==> src/bus_ctl_pkg.sv <==
// Summary of operation
// option module pulls level-five interrupt line low to request service
// option module pulls level-six interrupt line low to request service
// lines 16/17 carry address bits in address phase, error data/enable later
// processor arbitrates mastership between itself and every requesting module
// grant only after own cycle ends and while own sync strobe is released
// granted module drops its request and asserts selection acknowledge
// halt line held low 25 us or more puts processor in console mode
// while refresh line is low, memories refresh on each sync/data-in cycle; the code gives no refresh pulse while selection acknowledge is asserted
// refresh line also marks block-mode transfers
// dma refresh must complete a full sequence every 1.6 ms
// dma masters should avoid long bursts that postpone refresh
// processor in top slot may drive a spare pin showing run state
// selection acknowledge from the module means it now holds mastership
// low-suffix bus lines are active low, released high by termination
package bus_ctl_pkg;

    // ------------------------------------------------------------------
    // timing
    // ------------------------------------------------------------------
    localparam int CLK_PERIOD_PS  = 20000;
    localparam int HALT_TIME_NS   = 25000;
    localparam int HALT_CYCLES    = (HALT_TIME_NS * 1000 + CLK_PERIOD_PS - 1)
                                    / CLK_PERIOD_PS;
    localparam int HALT_CNT_W     = 12;

    // ------------------------------------------------------------------
    // states
    // ------------------------------------------------------------------
    typedef enum logic [3:0] {
        ST_CPU_OWNS  = 4'b0001,
        ST_WAIT_IDLE = 4'b0010,
        ST_GRANTED   = 4'b0100,
        ST_DMA_OWNS  = 4'b1000
    } arb_state_t;

    // ------------------------------------------------------------------
    // carriers
    // ------------------------------------------------------------------
    typedef struct packed {
        logic req_n;
        logic sack_n;
        logic sync_n;
        logic din_n;
        logic refresh_n;
        logic halt_n;
        logic irq5_n;
        logic irq6_n;
    } bus_in_t;

    typedef struct packed {
        logic addr_phase;
        logic err_data;
        logic err_enable;
        logic [1:0] ext_addr;
    } ext_line_t;

    typedef struct packed {
        logic refresh_pulse;
        logic block_mode;
    } refresh_evt_t;

endpackage

==> src/bus_ctl.sv <==
`timescale 1ns/1ps
`default_nettype none
module bus_ctl
(
    input  wire logic                       clock_in,
    input  wire logic                       arst_n_in,
    input  wire logic                       enable_in,
    input  wire bus_ctl_pkg::bus_in_t       bus_in,
    input  wire logic                       cpu_cycle_req_in,
    input  wire logic                       cpu_cycle_done_in,
    input  wire logic                       addr_phase_in,
    input  wire logic [1:0]                 ext_addr_in,
    input  wire logic                       err_data_in,
    input  wire logic                       err_enable_in,
    input  wire logic                       run_in,
    output var  logic                       dma_grant_out_n_out,
    output var  logic                       sync_strobe_n_out,
    output var  logic                       ext_addr_line_a_n_out,
    output var  logic                       ext_addr_line_b_n_out,
    output var  logic                       ext_addr_oe_out,
    output var  logic                       run_state_indicator_out,
    output var  logic                       console_mode_out,
    output var  logic                       cpu_owns_bus_out,
    output var  logic [1:0]                 irq_pending_out,
    output var  bus_ctl_pkg::refresh_evt_t  refresh_out
);
    import bus_ctl_pkg::*;

    // ------------------------------------------------------------------
    // arbitration
    // ------------------------------------------------------------------
    arb_state_t state_r;
    arb_state_t state_nxt;
    logic       req;
    logic       sack;
    logic       halted;
    logic       cpu_busy;

    assign req      = !bus_in.req_n;
    assign sack     = !bus_in.sack_n;
    assign cpu_busy = !sync_strobe_n_out;

    always_comb
    begin
        state_nxt = state_r;
        unique case (state_r)
            ST_CPU_OWNS:  if (req) state_nxt = ST_WAIT_IDLE;
            ST_WAIT_IDLE:
                if (!req) state_nxt = ST_CPU_OWNS;
                else if (!cpu_busy && !cpu_cycle_req_in)
                    state_nxt = ST_GRANTED;
            ST_GRANTED:
                if (sack) state_nxt = ST_DMA_OWNS;
                else if (!req) state_nxt = ST_CPU_OWNS;
            ST_DMA_OWNS:  if (!sack) state_nxt = ST_CPU_OWNS;
            default:      state_nxt = ST_CPU_OWNS;
        endcase
    end

    always_ff @(posedge clock_in or negedge arst_n_in)
    begin
        if (!arst_n_in)
            state_r <= ST_CPU_OWNS;
        else if (enable_in)
            state_r <= state_nxt;
    end

    // ------------------------------------------------------------------
    // own bus cycle strobe
    // ------------------------------------------------------------------
    logic sync_nxt;
    logic grant_nxt;

    assign sync_nxt = sync_strobe_n_out
        ? !(cpu_cycle_req_in && state_r == ST_CPU_OWNS && !halted)
        : cpu_cycle_done_in;
    assign grant_nxt = !(state_nxt == ST_GRANTED);

    always_ff @(posedge clock_in or negedge arst_n_in)
    begin
        if (!arst_n_in)
        begin
            sync_strobe_n_out   <= 1'b1;
            dma_grant_out_n_out <= 1'b1;
            cpu_owns_bus_out    <= 1'b1;
        end
        else if (enable_in)
        begin
            sync_strobe_n_out   <= sync_nxt;
            dma_grant_out_n_out <= grant_nxt || !sync_nxt;
            cpu_owns_bus_out    <= (state_nxt == ST_CPU_OWNS);
        end
    end

    // ------------------------------------------------------------------
    // extended address lines
    // ------------------------------------------------------------------
    logic drive_ext;
    assign drive_ext = !sync_nxt;

    always_ff @(posedge clock_in or negedge arst_n_in)
    begin
        if (!arst_n_in)
        begin
            ext_addr_line_a_n_out <= 1'b1;
            ext_addr_line_b_n_out <= 1'b1;
            ext_addr_oe_out       <= 1'b0;
        end
        else if (enable_in)
        begin
            ext_addr_oe_out       <= drive_ext;
            ext_addr_line_a_n_out <= addr_phase_in ? !ext_addr_in[0]
                                                   : !err_data_in;
            ext_addr_line_b_n_out <= addr_phase_in ? !ext_addr_in[1]
                                                   : !err_enable_in;
        end
    end

    // ------------------------------------------------------------------
    // halt, run, interrupts, refresh
    // ------------------------------------------------------------------
    halt_timer u_halt
    (
        .clock_in   (clock_in),
        .arst_n_in  (arst_n_in),
        .enable_in  (enable_in),
        .halt_n_in  (bus_in.halt_n),
        .halted_out (halted)
    );

    logic refr;
    logic xact;
    assign refr = !bus_in.refresh_n;
    assign xact = !bus_in.sync_n && !bus_in.din_n;

    always_ff @(posedge clock_in or negedge arst_n_in)
    begin
        if (!arst_n_in)
        begin
            console_mode_out        <= 1'b0;
            run_state_indicator_out <= 1'b0;
            irq_pending_out         <= 2'h0;
            refresh_out             <= '0;
        end
        else if (enable_in)
        begin
            console_mode_out        <= halted;
            run_state_indicator_out <= run_in && !halted;
            irq_pending_out         <= {!bus_in.irq6_n, !bus_in.irq5_n};
            refresh_out.refresh_pulse <= refr && xact && !sack;
            refresh_out.block_mode    <= refr && sack;
        end
    end

    // ------------------------------------------------------------------
    // checks
    // ------------------------------------------------------------------
    a_grant_needs_idle: assert property (@(posedge clock_in)
        disable iff (!arst_n_in)
        !dma_grant_out_n_out |-> sync_strobe_n_out)
        else $error("grant while own sync strobe active");

    a_grant_needs_req: assert property (@(posedge clock_in)
        disable iff (!arst_n_in)
        enable_in && $fell(dma_grant_out_n_out) |-> $past(req))
        else $error("grant without request");

    a_grant_cpu_quiet: assert property (@(posedge clock_in)
        disable iff (!arst_n_in)
        $fell(dma_grant_out_n_out) |-> $past(!cpu_cycle_req_in))
        else $error("grant while processor wants the bus");

    a_grant_drop_ack: assert property (@(posedge clock_in)
        disable iff (!arst_n_in)
        enable_in && !dma_grant_out_n_out && sack |=> dma_grant_out_n_out)
        else $error("grant held after acknowledge");

    a_sync_refused: assert property (@(posedge clock_in)
        disable iff (!arst_n_in)
        $fell(sync_strobe_n_out) |-> $past(state_r == ST_CPU_OWNS && !halted))
        else $error("own cycle started without bus ownership");

    a_irq_follow: assert property (@(posedge clock_in)
        disable iff (!arst_n_in)
        enable_in |=> irq_pending_out[0] == $past(!bus_in.irq5_n))
        else $error("level five irq not followed");

    a_console_cause: assert property (@(posedge clock_in)
        disable iff (!arst_n_in)
        console_mode_out |-> $past(!bus_in.halt_n, 2))
        else $error("console mode without halt");
endmodule
`default_nettype wire

==> src/halt_timer.sv <==
`timescale 1ns/1ps
`default_nettype none
module halt_timer
#(
    parameter int COUNT = bus_ctl_pkg::HALT_CYCLES
)
(
    input  wire logic clock_in,
    input  wire logic arst_n_in,
    input  wire logic enable_in,
    input  wire logic halt_n_in,
    output var  logic halted_out
);
    import bus_ctl_pkg::*;

    logic [HALT_CNT_W-1:0] count_r;
    logic [HALT_CNT_W-1:0] count_nxt;
    logic                  done;

    assign done      = (count_r == HALT_CNT_W'(COUNT - 1));
    assign count_nxt = halt_n_in ? '0 : (done ? count_r : count_r + 1'b1);

    always_ff @(posedge clock_in or negedge arst_n_in)
    begin
        if (!arst_n_in)
        begin
            count_r    <= '0;
            halted_out <= 1'b0;
        end
        else if (enable_in)
        begin
            count_r    <= count_nxt;
            halted_out <= !halt_n_in && done;
        end
    end

    a_halt_entry: assert property (@(posedge clock_in)
        disable iff (!arst_n_in)
        enable_in && halted_out |-> $past(!halt_n_in))
        else $error("halt asserted without halt request");
endmodule
`default_nettype wire
==> config.mk <==
export PLATFORM = sky130hd
export DESIGN_NAME = bus_ctl
export DESIGN_NICKNAME = d
export VERILOG_FILES = /design/src/bus_ctl_pkg.sv /design/src/bus_ctl.sv /design/src/halt_timer.sv
export SDC_FILE = /design/constraint.sdc
export NUM_CORES = 1
export LEC_CHECK = 0
export BUFFER_PORTS_ARGS = -buffer_cell sky130_fd_sc_hd__buf_2
export CELL_PAD_IN_SITES_DETAIL_PLACEMENT = 1
export CELL_PAD_IN_SITES_GLOBAL_PLACEMENT = 1
export CORE_MARGIN = 2
export CORE_UTILIZATION = 40
export DETAILED_ROUTE_END_ITERATION = 8
export PLACE_DENSITY = 0.76
export SYNTH_ARGS = -nofsm -noshare
export SYNTH_HDL_FRONTEND = slang
export SYNTH_HIERARCHICAL = 1
export SYNTH_SLANG_ARGS = --single-unit
==> constraint.sdc <==
create_clock -name clock_in -period 2.35 [get_ports clock_in]
set_clock_uncertainty 0.15 [all_clocks]
set_input_delay 0.235 -clock clock_in [delete_from_list [all_inputs] [get_ports clock_in]]
set_output_delay 0.235 -clock clock_in [all_outputs]
set_load 0.1 [all_outputs]
Word level (Yosys, flattened, before mapping)
Cells that the tools add are included.
{ "op_classes": {"n_reduce_logical": 27, "muxes": 12, "n_eq_ne": 8, "add_sub_neg": 1} }
{ "ops": {"columns": ["cell", "n"], "rows": [
  ["two-way mux 12 bit", 2],
  ["two-way mux 4 bit", 6],
  ["logical NOT 1 bit", 16],
  ["case mux 4 bit (4 select lines)", 1],
  ["adder 12 x 1 -> 12 bit, second input constant", 1],
  ["equality test 12 x 11 -> 1 bit, second input constant", 1],
  ["logical AND 1 bit", 9],
  ["equality test 4 x 1 -> 1 bit, second input constant", 2],
  ["equality test 4 x 3 -> 1 bit, second input constant", 2],
  ["equality test 4 x 2 -> 1 bit, second input constant", 1],
  ["equality test 4 bit, second input constant", 1],
  ["two-way mux 1 bit", 3],
  ["!= test 2 bit, second input constant", 1],
  ["AND reduction 2 bit", 1],
  ["logical OR 1 bit", 1]
]} }
{ "word_totals": {"inputBits": 19, "regBits": 29, "out_inout_bits": 12, "wordCells": 62} }

Longest topological paths before layout
Gate-level depths: netlist of run 1.
{ "logic_depth": {"word_depth": 8, "depth_mapped": 7, "depth_no_buf": 6} }

Hierarchy
Netlist of run 1, hierarchy kept.
{ "by_module_without_submodules": {"columns": ["module", "area_per_inst_um2", "n_inst", "seq_area_each_um2", "cells_each"], "rows": [
  ["bus_ctl", 829.5, 1, 407.9, 76],
  ["halt_timer", 797.0, 1, 325.3, 82]
]} }

Worst setup path after synthesis of run 1
Ideal clock, no wire load.
{ "synth_path": {"path_kind": "reg2reg", "startpoint": "register sync_strobe_n_out", "endpoint": "register state_r[2]", "t_arrival_ns": 1.571, "synth_period_minus_slack_ns": 1.786, "n_path_buf": 0, "required_time_ns": 2.135, "path_slack_ns": 0.564, "setup_time_ns": 0.065, "path_stages_with_launch": 5, "cell_sequence": "dfstp_2 > nor2b_1 > a32oi_1 > a311oi_2 > mux2_2"} }
{ "synth_via": {"elab_chain_len": 4} }
{ "synth_rtl": {"columns": ["item", "line", "text"], "rows": [
  ["from (decl)", "bus_ctl.sv:17", "output var logic sync_strobe_n_out,"],
  ["from (signal assigned)", "bus_ctl.sv:89", "sync_strobe_n_out <= sync_nxt;"],
  ["logical AND 1 bit", "bus_ctl.sv:50", "else if (!cpu_busy && !cpu_cycle_req_in)"],
  ["two-way mux 4 bit", "bus_ctl.sv:50", null],
  ["two-way mux 4 bit", "bus_ctl.sv:49", "if (!req) state_nxt = ST_CPU_OWNS;"],
  ["case mux 4 bit (4 select lines)", "bus_ctl.sv:46", "unique case (state_r)"],
  ["to (signal assigned)", "bus_ctl.sv:65", "state_r <= state_nxt;"],
  ["to (decl)", "bus_ctl.sv:32", "arb_state_t state_r;"]
]} }
Every way passes these cells.
A chain may end at the register's enable or synchronous reset.

Worst setup path in the final report of run 1
{ "layout_path": {"startpoint": "register u_halt.count_r[1]", "endpoint": "register u_halt.count_r[8]"} }
{ "layout_via": {"elab_chain_len": 3, "elab_cells_between_ends": 6, "classes_between": "add/sub: 1; eq/ne: 2; mux: 2; reduce/logical: 1"} }
{ "layout_rtl": {"columns": ["item", "line", "text"], "rows": [
  ["from (decl)", "halt_timer.sv:16", "logic [HALT_CNT_W-1:0] count_r;"],
  ["from (signal assigned)", "halt_timer.sv:32", "count_r <= count_nxt;"],
  ["adder 12 x 1 -> 12 bit / equality test 12 x 11 -> 1 bit (equally long branches)", "halt_timer.sv:21, halt_timer.sv:20", null],
  ["two-way mux 12 bit / != test 2 bit (equally long branches)", null, null],
  ["two-way mux 12 bit / AND reduction 2 bit (equally long branches)", null, null]
]} }
Parallel ways exist; a longest one is shown, timed or not. The select of a mux whose other input is x is not followed.

==> flow_summary.toml, run 1 <==
[clock_network]
htreeDepth = 2
cts_hold_buf = 3
cts_tree = "done"
root_buffer = "clkbuf_8"
clock-sinks = 29
cts.clk_slew.worst_paths_ns = 0.06
cts_setup_buffers = 0
numCtsBuffers = 5
ctsResizeCount = 0
cts_max_path_buffers = 2
clk_latency_ns = 0.28

[placement]
post_dp_cell_area_mm2 = 0.00179
dpl.hpwl_um = 3020
io_buffer_count = 30
gp_congestion = 0.875

[detailed_routing]
routedWlPerCell_um = 17.2
wl_um = 4200
post-route-drc-count = 0
drt_first_pass_iters = 4
antenna_left = 0
drtIter0Drc = 61
vias = 1361
post_drt_via_cell_ratio = 5.58

[sta]
maxSlewViolCount = 0
setup_viol = 0
fmax_ghz = 0.533
tightest_slew_ns = 0.675
finalHoldViolations = 0
period_share_pct = 79.9
fin_tns_setup_ns = 0
relSlewSlack_pct = 55.0
rsz0062_at_grt = "false"
layout_min_cycle_time_ns = 1.88

[yosys]
syn_avg_cell_area_um2 = 10.3
synth_edf_count = 0
ys_seq_area_share_pct = 45.1
synthTopCellsByArea = "dfrtp_1 (35%), dfstp_2 (9.7%), mux2_1 (3.5%)"
yosysMostFrequentCell = "dfrtp_1"
yosysTopAreaCell = "dfrtp_1"
ys_ff_latch = 29
synth_area_mm2 = 0.00163
synth.distinct_cells = 50
synth_top_area_share_pct = 35.4
postSynthCellCount = 158
synthArstFlopShare_pct = 100
ys.flop_type = "dfrtp_1"
netlist_top_cells_count = "dfrtp_1 (23), nor2_1 (12), inv_1 (11), nand2_1 (11), o21ai_1 (8)"
ys.warnings.count = 6
synthesis.nets = 179

[global_routing]
grt_overflow = 0
grt_pass1_wl_um = 7160
antenna_found_initial = 0
grt_usage_pct = 21.7
grt_max_degree = 30
grt_pass1_vias = 1484

[layout]
syn_to_final_growth_pct = 18.3
n_antenna_cell = 0
stdcell_area_mm2 = 0.00192
nets = 214
drive_gt1_share_pct = 30.4

[floorplanning]
initial_core_util_pct = 41.3
io_pins = 31
core-area_mm2 = 0.00394
die_x_um = 67.8
dieArea_mm2 = 0.00459
fp.dieH_um = 67.8
num_rows = 23

[pwr]
p_per_area_mw_per_mm2 = 731
p_leak_nw = 0.877
ir_worst_vdd_mv = 0.364

[critical_path]
crit_slowest_cell = "a311oi_4"
path_buf_inv = 1
startpoint_type = "flip-flop"
cp_top_family = "compound AO/OA/AOI/OAI gates"
path_max_fanout = 9
path_cells = "inv_1, ha_1, nor4b_4, a311oi_4, a21oi_1, a31oi_1"
cpPeakStageDelay_ns = 0.52
critPathArrivalTime_ns = 1.93
reg2regPathDepth = 6
cp_data_required_time_ns = 2.41
critical_path_class = "flip-flop to flip-flop"
crit_path_end_kind = "flip-flop"
path_depth = 6

[worst_hold_path]
whs_path_depth = 3
hold_class = "input port to flip-flop"

[status]
outcome = "finished clean"

[flow_run]
max_cap_viol_count = 0
cell usage in the layout, fill, tap and decap left out, drive strengths merged, types with 2 or more instances in the layout:
cell	count
a41o	2
ha	2
clkbuf	7
nor2b	5
nand3	7
inv	12
nor2	12
a32oi	2
a31oi	2
dfrtp	23
dfstp	6
o21ai	15
a21oi	3
mux2	6
nand2	12
o2bb2ai	3
dlygate4sd3	3
nand4	4
nor4b	3
a22o	3
nor3	5
buf	31
a311oi	2
mux2i	5
nor4	4
worst min-delay path, cell delays in order:
cell	delay [ns]
buf_2	0.08
nand3b_1	0.06
o21ai_0	0.07
routing by layer:
layer	global-route usage, %	wire [um]
met1	25.7	1840
met4	11.5	121
met2	36.2	2080
met3	5.50	160
met5	0	0
kinds of logic (layout without fill, tap and decap cells):
group           after synthesis  count (layout)  share of synthesized area, %
mux                          11              11                          7.23
fa+ha+maj                     2               2                          1.54
buf+inv                      18              54                          6.08
compound gates               39              39                          17.6
xor+xnor                      1               1                         0.539
simple gates                 58              58                          21.9
flops                        29              29                          45.1
cell type report:
cell class / count / area, um^2
Timing Repair Buffer: 34 / 188
Multi-Input combinational cell: 111 / 795
Sequential cell: 29 / 733
Clock buffer: 7 / 96.3
Fill cell: 453 / 2020
Inverter: 12 / 45.0
Clock inverter: 1 / 5.00
Tap cell: 50 / 62.6
registers in the layout, summed over array words and instances, names as in the netlist, 2 cells and up:
| name | count |
|---|---|
| state_r | 4 |
| irq_pending_out | 2 |
| u_halt/count_r | 12 |
| refresh_out | 2 |
through the flow:
| step | util (%) | hold slack (ns) | setup slack (ns) | std cells | total power [mW] |
|---|---|---|---|---|---|
| finish | 48.8 | 0.0531 | 0.473 | 244 | 1.41 |
| global route | 48.8 | 0.0590 | 0.330 | 244 | 1.48 |
| CTS | 48.8 | 0.0427 | 0.457 | 244 | 1.43 |
| detailed placement | 45.5 | 0.169 | 0.470 | 233 | 0.957 |
| global placement | 45.5 | 0.149 | 0.580 | 233 | 0.938 |
| floorplan | - | -0.211 | 0.564 | 158 | 0.875 |
worst paths after layout:
check | slack [ns] | start | end
max | 0.47 | u_halt/count_r[1] | u_halt/count_r[8]
min | 0.05 | run_in | run_state_indicator_out
max reg2reg | 0.47 | u_halt/count_r[1] | u_halt/count_r[8]
min reg2reg | 0.31 | cpu_owns_bus_out | cpu_owns_bus_out
max in group asynchronous | 1.24 | arst_n_in | u_halt/count_r[7]
min in group asynchronous | 0.37 | arst_n_in | ext_addr_oe_out
where the power goes:
group	switching (mW)	leakage, nW	internal, mW
Sequential	0.0474	0.368	0.549
Clock	0.191	0.0542	0.264
Combinational	0.265	0.455	0.0899
Total	0.503	0.877	0.903
Power figures use the tool's default switching activity.
==> run 2: changes to the inputs <==
==> constraint.sdc (replaced) <==
create_clock -name clock_in -period 1.9 [get_ports clock_in]
set_clock_uncertainty 0.15 [all_clocks]
set_input_delay 0.19 -clock clock_in [delete_from_list [all_inputs] [get_ports clock_in]]
set_output_delay 0.19 -clock clock_in [all_outputs]
set_load 0.1 [all_outputs]
==> run 2 against run 1 <==
Effect of this change: die area stayed put; critical endpoint unchanged; count of clock-buffer cells in the layout stayed put; combinational power is 27% higher; clock power is 25% higher; core utilization is 0.83 points higher.
==> flow_summary.toml, run 2 (same netlist as run 1, synthesis figures left out) <==
[status]
outcome = "finished clean"

[critical_path]
path_max_fanout = 7
r2r_slack_ns = 0.08
crit_path_end_kind = "flip-flop"
reg2regPathDepth = 6
critical_path_class = "flip-flop to flip-flop"
worst_r2r_startpoint = "u_halt/count_r[0]"
cp_data_required_time_ns = 1.96
startpoint_type = "flip-flop"
critPathArrivalTime_ns = 1.88
r2r-end = "u_halt/count_r[8]"

[detailed_routing]
antenna_left = 0
vias = 1401
wl_um = 4320
post-route-drc-count = 0
routedWlPerCell_um = 17.6
drt_first_pass_iters = 4
post_drt_via_cell_ratio = 5.70
drtIter0Drc = 63

[global_routing]
grt_overflow = 0
grt_usage_pct = 21.6
antenna_found_initial = 0
grt_pass1_wl_um = 7250
grt_max_degree = 30
grt_pass1_vias = 1490

[flow_run]
max_cap_viol_count = 0

[layout]
regMostFlops = "u_halt/count_r"
n_antenna_cell = 0
drive_gt1_share_pct = 33.2
layout_commonest_cell = "buf_2"
top_regs = "u_halt/count_r x12, state_r x4"
final_cell_mix = "buf_2 (30), dfrtp_1 (21), nor2_1 (12), nand2_1 (11), inv_1 (11)"
largest_reg_flops = 12
stdcell_area_mm2 = 0.00196
nets = 216
post-route-util_pct = 49.6
syn_to_final_growth_pct = 20.3

[sta]
setup_viol = 0
finalHoldViolations = 0
rsz0062_at_grt = "true"
layout_setup_ws_ns = 0.0818
hold_ws_ns = 0.0188
layout_min_cycle_time_ns = 1.82
relSlewSlack_pct = 54.6
maxSlewViolCount = 0
tightest_slew_ns = 0.681
period_share_pct = 95.7
fmax_ghz = 0.550

[pwr]
p_leak_nw = 0.882
switchingPower_uw = 637
p_int_mw = 1.12
p_seq_share_pct = 42.1
p_per_area_mw_per_mm2 = 900
ir_worst_vdd_mv = 0.349
clkPwrFrac_pct = 32.3
power_frac_comb_pct = 25.6
total_power_mw = 1.76
swShare_pct = 36.2

[floorplanning]
core-area_mm2 = 0.00394
num_rows = 23
die_x_um = 67.8
fp.dieH_um = 67.8
initial_core_util_pct = 41.3
dieArea_mm2 = 0.00459
io_pins = 31

[clock_network]
htreeDepth = 2
clock-sinks = 29
cts.clk_slew.worst_paths_ns = 0.07
cts_tree = "done"
clk_latency_ns = 0.29
numCtsBuffers = 5
root_buffer = "clkbuf_8"
cts_max_path_buffers = 2

[placement]
post_dp_cell_area_mm2 = 0.00179
gp_congestion = 0.875
dpl.hpwl_um = 3050
io_buffer_count = 30
dp_slack_ns = 0.0163

[worst_hold_path]
hold_path_end = "run_state_indicator_out"
hp-start = "run_in"
whs_path_depth = 3
hold_class = "input port to flip-flop"
==> run 2: critical path, stage by stage (launching register included) <==
cell	delay [ns]
dfrtp_2	0.46
ha_1	0.21
nor4b_4	0.12
buf_4	0.17
a311oi_4	0.34
a21oi_1	0.13
a31oi_1	0.16
==> run 2: worst max-delay path by stage <==
stage                 startpoint           endpoint  slack, ns  depth (start not counted)
3_3_place_gp   u_halt/count_r[0]  u_halt/count_r[3]       0.13                          5
2_1_floorplan  sync_strobe_n_out         state_r[2]       0.11                          4
5_1_grt        u_halt/count_r[1]  u_halt/count_r[8]     -0.003                          7
6_report       u_halt/count_r[0]  u_halt/count_r[8]       0.08                          6
4_1_cts        u_halt/count_r[1]  u_halt/count_r[8]      0.004                          6
3_5_place_dp   u_halt/count_r[1]  u_halt/count_r[8]       0.02                          6
==> run 2: final cells by class <==
| cell class | instances | area, um^2 |
|---|---|---|
| inverter | 12 | 45.0 |
| timing repair buffer | 35 | 195 |
| clock inverter | 1 | 5.00 |
| clock buffer | 7 | 96.3 |
| sequential | 29 | 736 |
| fill | 456 | 1990 |
| multi-input combinational | 112 | 817 |
| tap | 50 | 62.6 |
==> run 2: repair_timing <==
action	in CTS	in global routing
gates resized for setup	0	4
endpoints found under the hold margin	25	0
buffers inserted	0	1
setup endpoints to repair	0	11
hold buffers	3	0
==> run 2: through the flow <==
step,cells,setup TNS [ns]
6_report,246,0
3_5_place_dp,233,0
2_1_floorplan,158,0
5_1_grt,246,-0.00318
3_3_place_gp,233,0
4_1_cts,244,0
==> run 2: per-layer routing <==
metal	track usage, %	wire length (um)
met5	0	0
met4	9.00	87
met3	5.17	128
met2	35.8	2110
met1	26.8	1990
==> run 2: power by group through the flow <==
stage | combinational, mW | clock [mW] | sequential (mW)
3_3_place_gp | 0.419 | 0 | 0.741
5_1_grt | 0.481 | 0.615 | 0.750
3_5_place_dp | 0.435 | 0 | 0.748
6_report | 0.450 | 0.569 | 0.742
2_1_floorplan | 0.153 | 0 | 0.929
4_1_cts | 0.442 | 0.585 | 0.739
==> run 3: changes to the inputs <==
--- a/config.mk
+++ b/config.mk
@@ -8,9 +8,11 @@
 export BUFFER_PORTS_ARGS = -buffer_cell sky130_fd_sc_hd__buf_2
 export CELL_PAD_IN_SITES_DETAIL_PLACEMENT = 1
 export CELL_PAD_IN_SITES_GLOBAL_PLACEMENT = 1
+export CORE_ASPECT_RATIO = 1.4
 export CORE_MARGIN = 2
 export CORE_UTILIZATION = 40
 export DETAILED_ROUTE_END_ITERATION = 8
+export GPL_TIMING_DRIVEN = 0
 export PLACE_DENSITY = 0.76
 export SYNTH_ARGS = -nofsm -noshare
 export SYNTH_HDL_FRONTEND = slang
==> run 3 against run 2 <==
Effect of this change: combinational power is 2% higher; cell area is 3.1% higher; sequential power is 2% lower; core utilization is 1.9 points higher; critical path type unchanged.
==> flow_summary.toml, run 3 (same netlist as run 1, synthesis figures left out) <==
[layout]
nets = 220
syn_to_final_growth_pct = 24.1
top_regs = "u_halt/count_r x12, state_r x4"
nFillCells = 461
post-route-util_pct = 51.5
layout_commonest_cell = "buf_2"
drive_gt1_share_pct = 34.5
regMostFlops = "u_halt/count_r"
largest_reg_flops = 12
n_antenna_cell = 0
final_cell_mix = "buf_2 (30), dfrtp_1 (21), nor2_1 (12), nand2_1 (11), inv_1 (11)"

[pwr]
ir_worst_vdd_mv = 0.686
p_leak_nw = 0.924
p_per_area_mw_per_mm2 = 970

[clock_network]
root_buffer = "clkbuf_8"
cts_max_path_buffers = 2
clk_latency_ns = 0.28
htreeDepth = 2
cts_tree = "done"
numCtsBuffers = 5
cts.clk_slew.worst_paths_ns = 0.07
clock-sinks = 29

[critical_path]
path_cells = "or4b_4, a311oi_2, mux2_2"
critical_path_class = "flip-flop to flip-flop"
startpoint_type = "flip-flop"
path_max_fanout = 6
crit_path_end_kind = "flip-flop"
cpPeakStageDelay_ns = 0.58
crit_slowest_cell = "dfstp_2"
cp_data_required_time_ns = 1.98
critPathArrivalTime_ns = 1.89

[sta]
setup_viol = 0
layout_setup_ws_ns = 0.0881
fmax_ghz = 0.552
relSlewSlack_pct = 57.0
tightest_slew_ns = 0.645
period_share_pct = 95.4
fin_tns_setup_ns = 0
maxSlewViolCount = 0
layout_min_cycle_time_ns = 1.81
rsz0062_at_grt = "false"
finalHoldViolations = 0

[global_routing]
antenna_found_initial = 0
grt_max_degree = 30
grt_pass1_vias = 1476
grt_pass1_wl_um = 6820
grt_overflow = 0
grt_usage_pct = 19.3

[detailed_routing]
antenna_left = 0
routedWlPerCell_um = 16.8
post_drt_via_cell_ratio = 5.73
drt_first_pass_iters = 4
drtIter0Drc = 31
post-route-drc-count = 0
vias = 1393
wl_um = 4070

[placement]
io_buffer_count = 29
dp_slack_ns = 0.0296
gp_congestion = 0.866
dpl.hpwl_um = 2960

[floorplanning]
num_rows = 27
fp.dieH_um = 79.5
io_pins = 31
dieArea_mm2 = 0.00460
core-area_mm2 = 0.00392
die_x_um = 57.9
initial_core_util_pct = 41.5

[flow_run]
max_cap_viol_count = 0

[status]
outcome = "finished clean"

[worst_hold_path]
hold_class = "input port to flip-flop"
## run 3: cell count changes in the layout (fill, tap and decap cells not counted), sizes merged
cell / change
buf: +3
a311oi: -1
bufinv: +2
## run 3: final timing paths
| path | end | from | cells after the start | slack [ns] |
|---|---|---|---|---|
| hold reg to reg | cpu_owns_bus_out | cpu_owns_bus_out | 2 | 0.32 |
| setup / recovery | state_r[2] | state_r[0] | 3 | 0.09 |
| min in group asynchronous | refresh_out[1] | arst_n_in | 2 | 0.32 |
| max in group asynchronous | u_halt/count_r[1] | arst_n_in | 2 | 0.83 |
| hold / removal | run_state_indicator_out | run_in | 3 | 0.03 |
| setup reg to reg | state_r[2] | state_r[0] | 3 | 0.09 |
## run 3: metal layers
| metal | GRT usage (%) | wire (um) | share of wire, % |
|---|---|---|---|
| met5 | 0 | 0 | 0 |
| met4 | 5.58 | 43 | 1.1 |
| met3 | 4.05 | 102 | 2.5 |
| met2 | 38.4 | 2420 | 60 |
| met1 | 19.4 | 1500 | 37 |
## run 3: per-stage QoR
step                      hold WS [ns]  std cells  total power [mW]  instance area [um^2]
after global routing            0.0623        243              2.04                  2020
after detailed placement         0.104        230              1.19                  1830
after CTS                       0.0346        241              1.98                  1990
final                           0.0321        243              1.96                  2020
after global placement          0.0975        230              1.17                  1830
after floorplan                 -0.256        158              1.08                  1630
## run 3: where the power goes
part	internal (mW)	leakage, nW	switching, mW	total [mW]
Combinational	0.123	0.490	0.336	0.459
Sequential	0.680	0.366	0.0503	0.730
Clock	0.521	0.0681	0.247	0.768
## run 3: cell type report
cell class | count | area [um^2] | area share [%]
Multi-Input combinational cell | 111 | 806 | 39.9
Sequential cell | 29 | 736 | 36.5
Timing Repair Buffer | 34 | 190 | 9.42
Clock buffer | 5 | 68.8 | 3.41
Clock inverter | 3 | 65.1 | 3.22
Buffer | 6 | 53.8 | 2.67
Tap cell | 43 | 53.8 | 2.67
Inverter | 12 | 45.0 | 2.23
## run 3: timing repair
item,CTS,global route
hold buffers,3,0
endpoints found under the hold margin,25,0
setup endpoints to repair,0,8
resized for setup,0,4
setup buffers,0,2
## run 3: worst max-delay path, delay by kind of cell, from the launching register on
| kind | cells | cell delay [ns] |
|---|---|---|
| muxes | 1 | 0.21 |
| and+or+nand+nor | 1 | 0.52 |
| DFF | 1 | 0.58 |
| AOI/OAI and AO/OA | 1 | 0.29 |
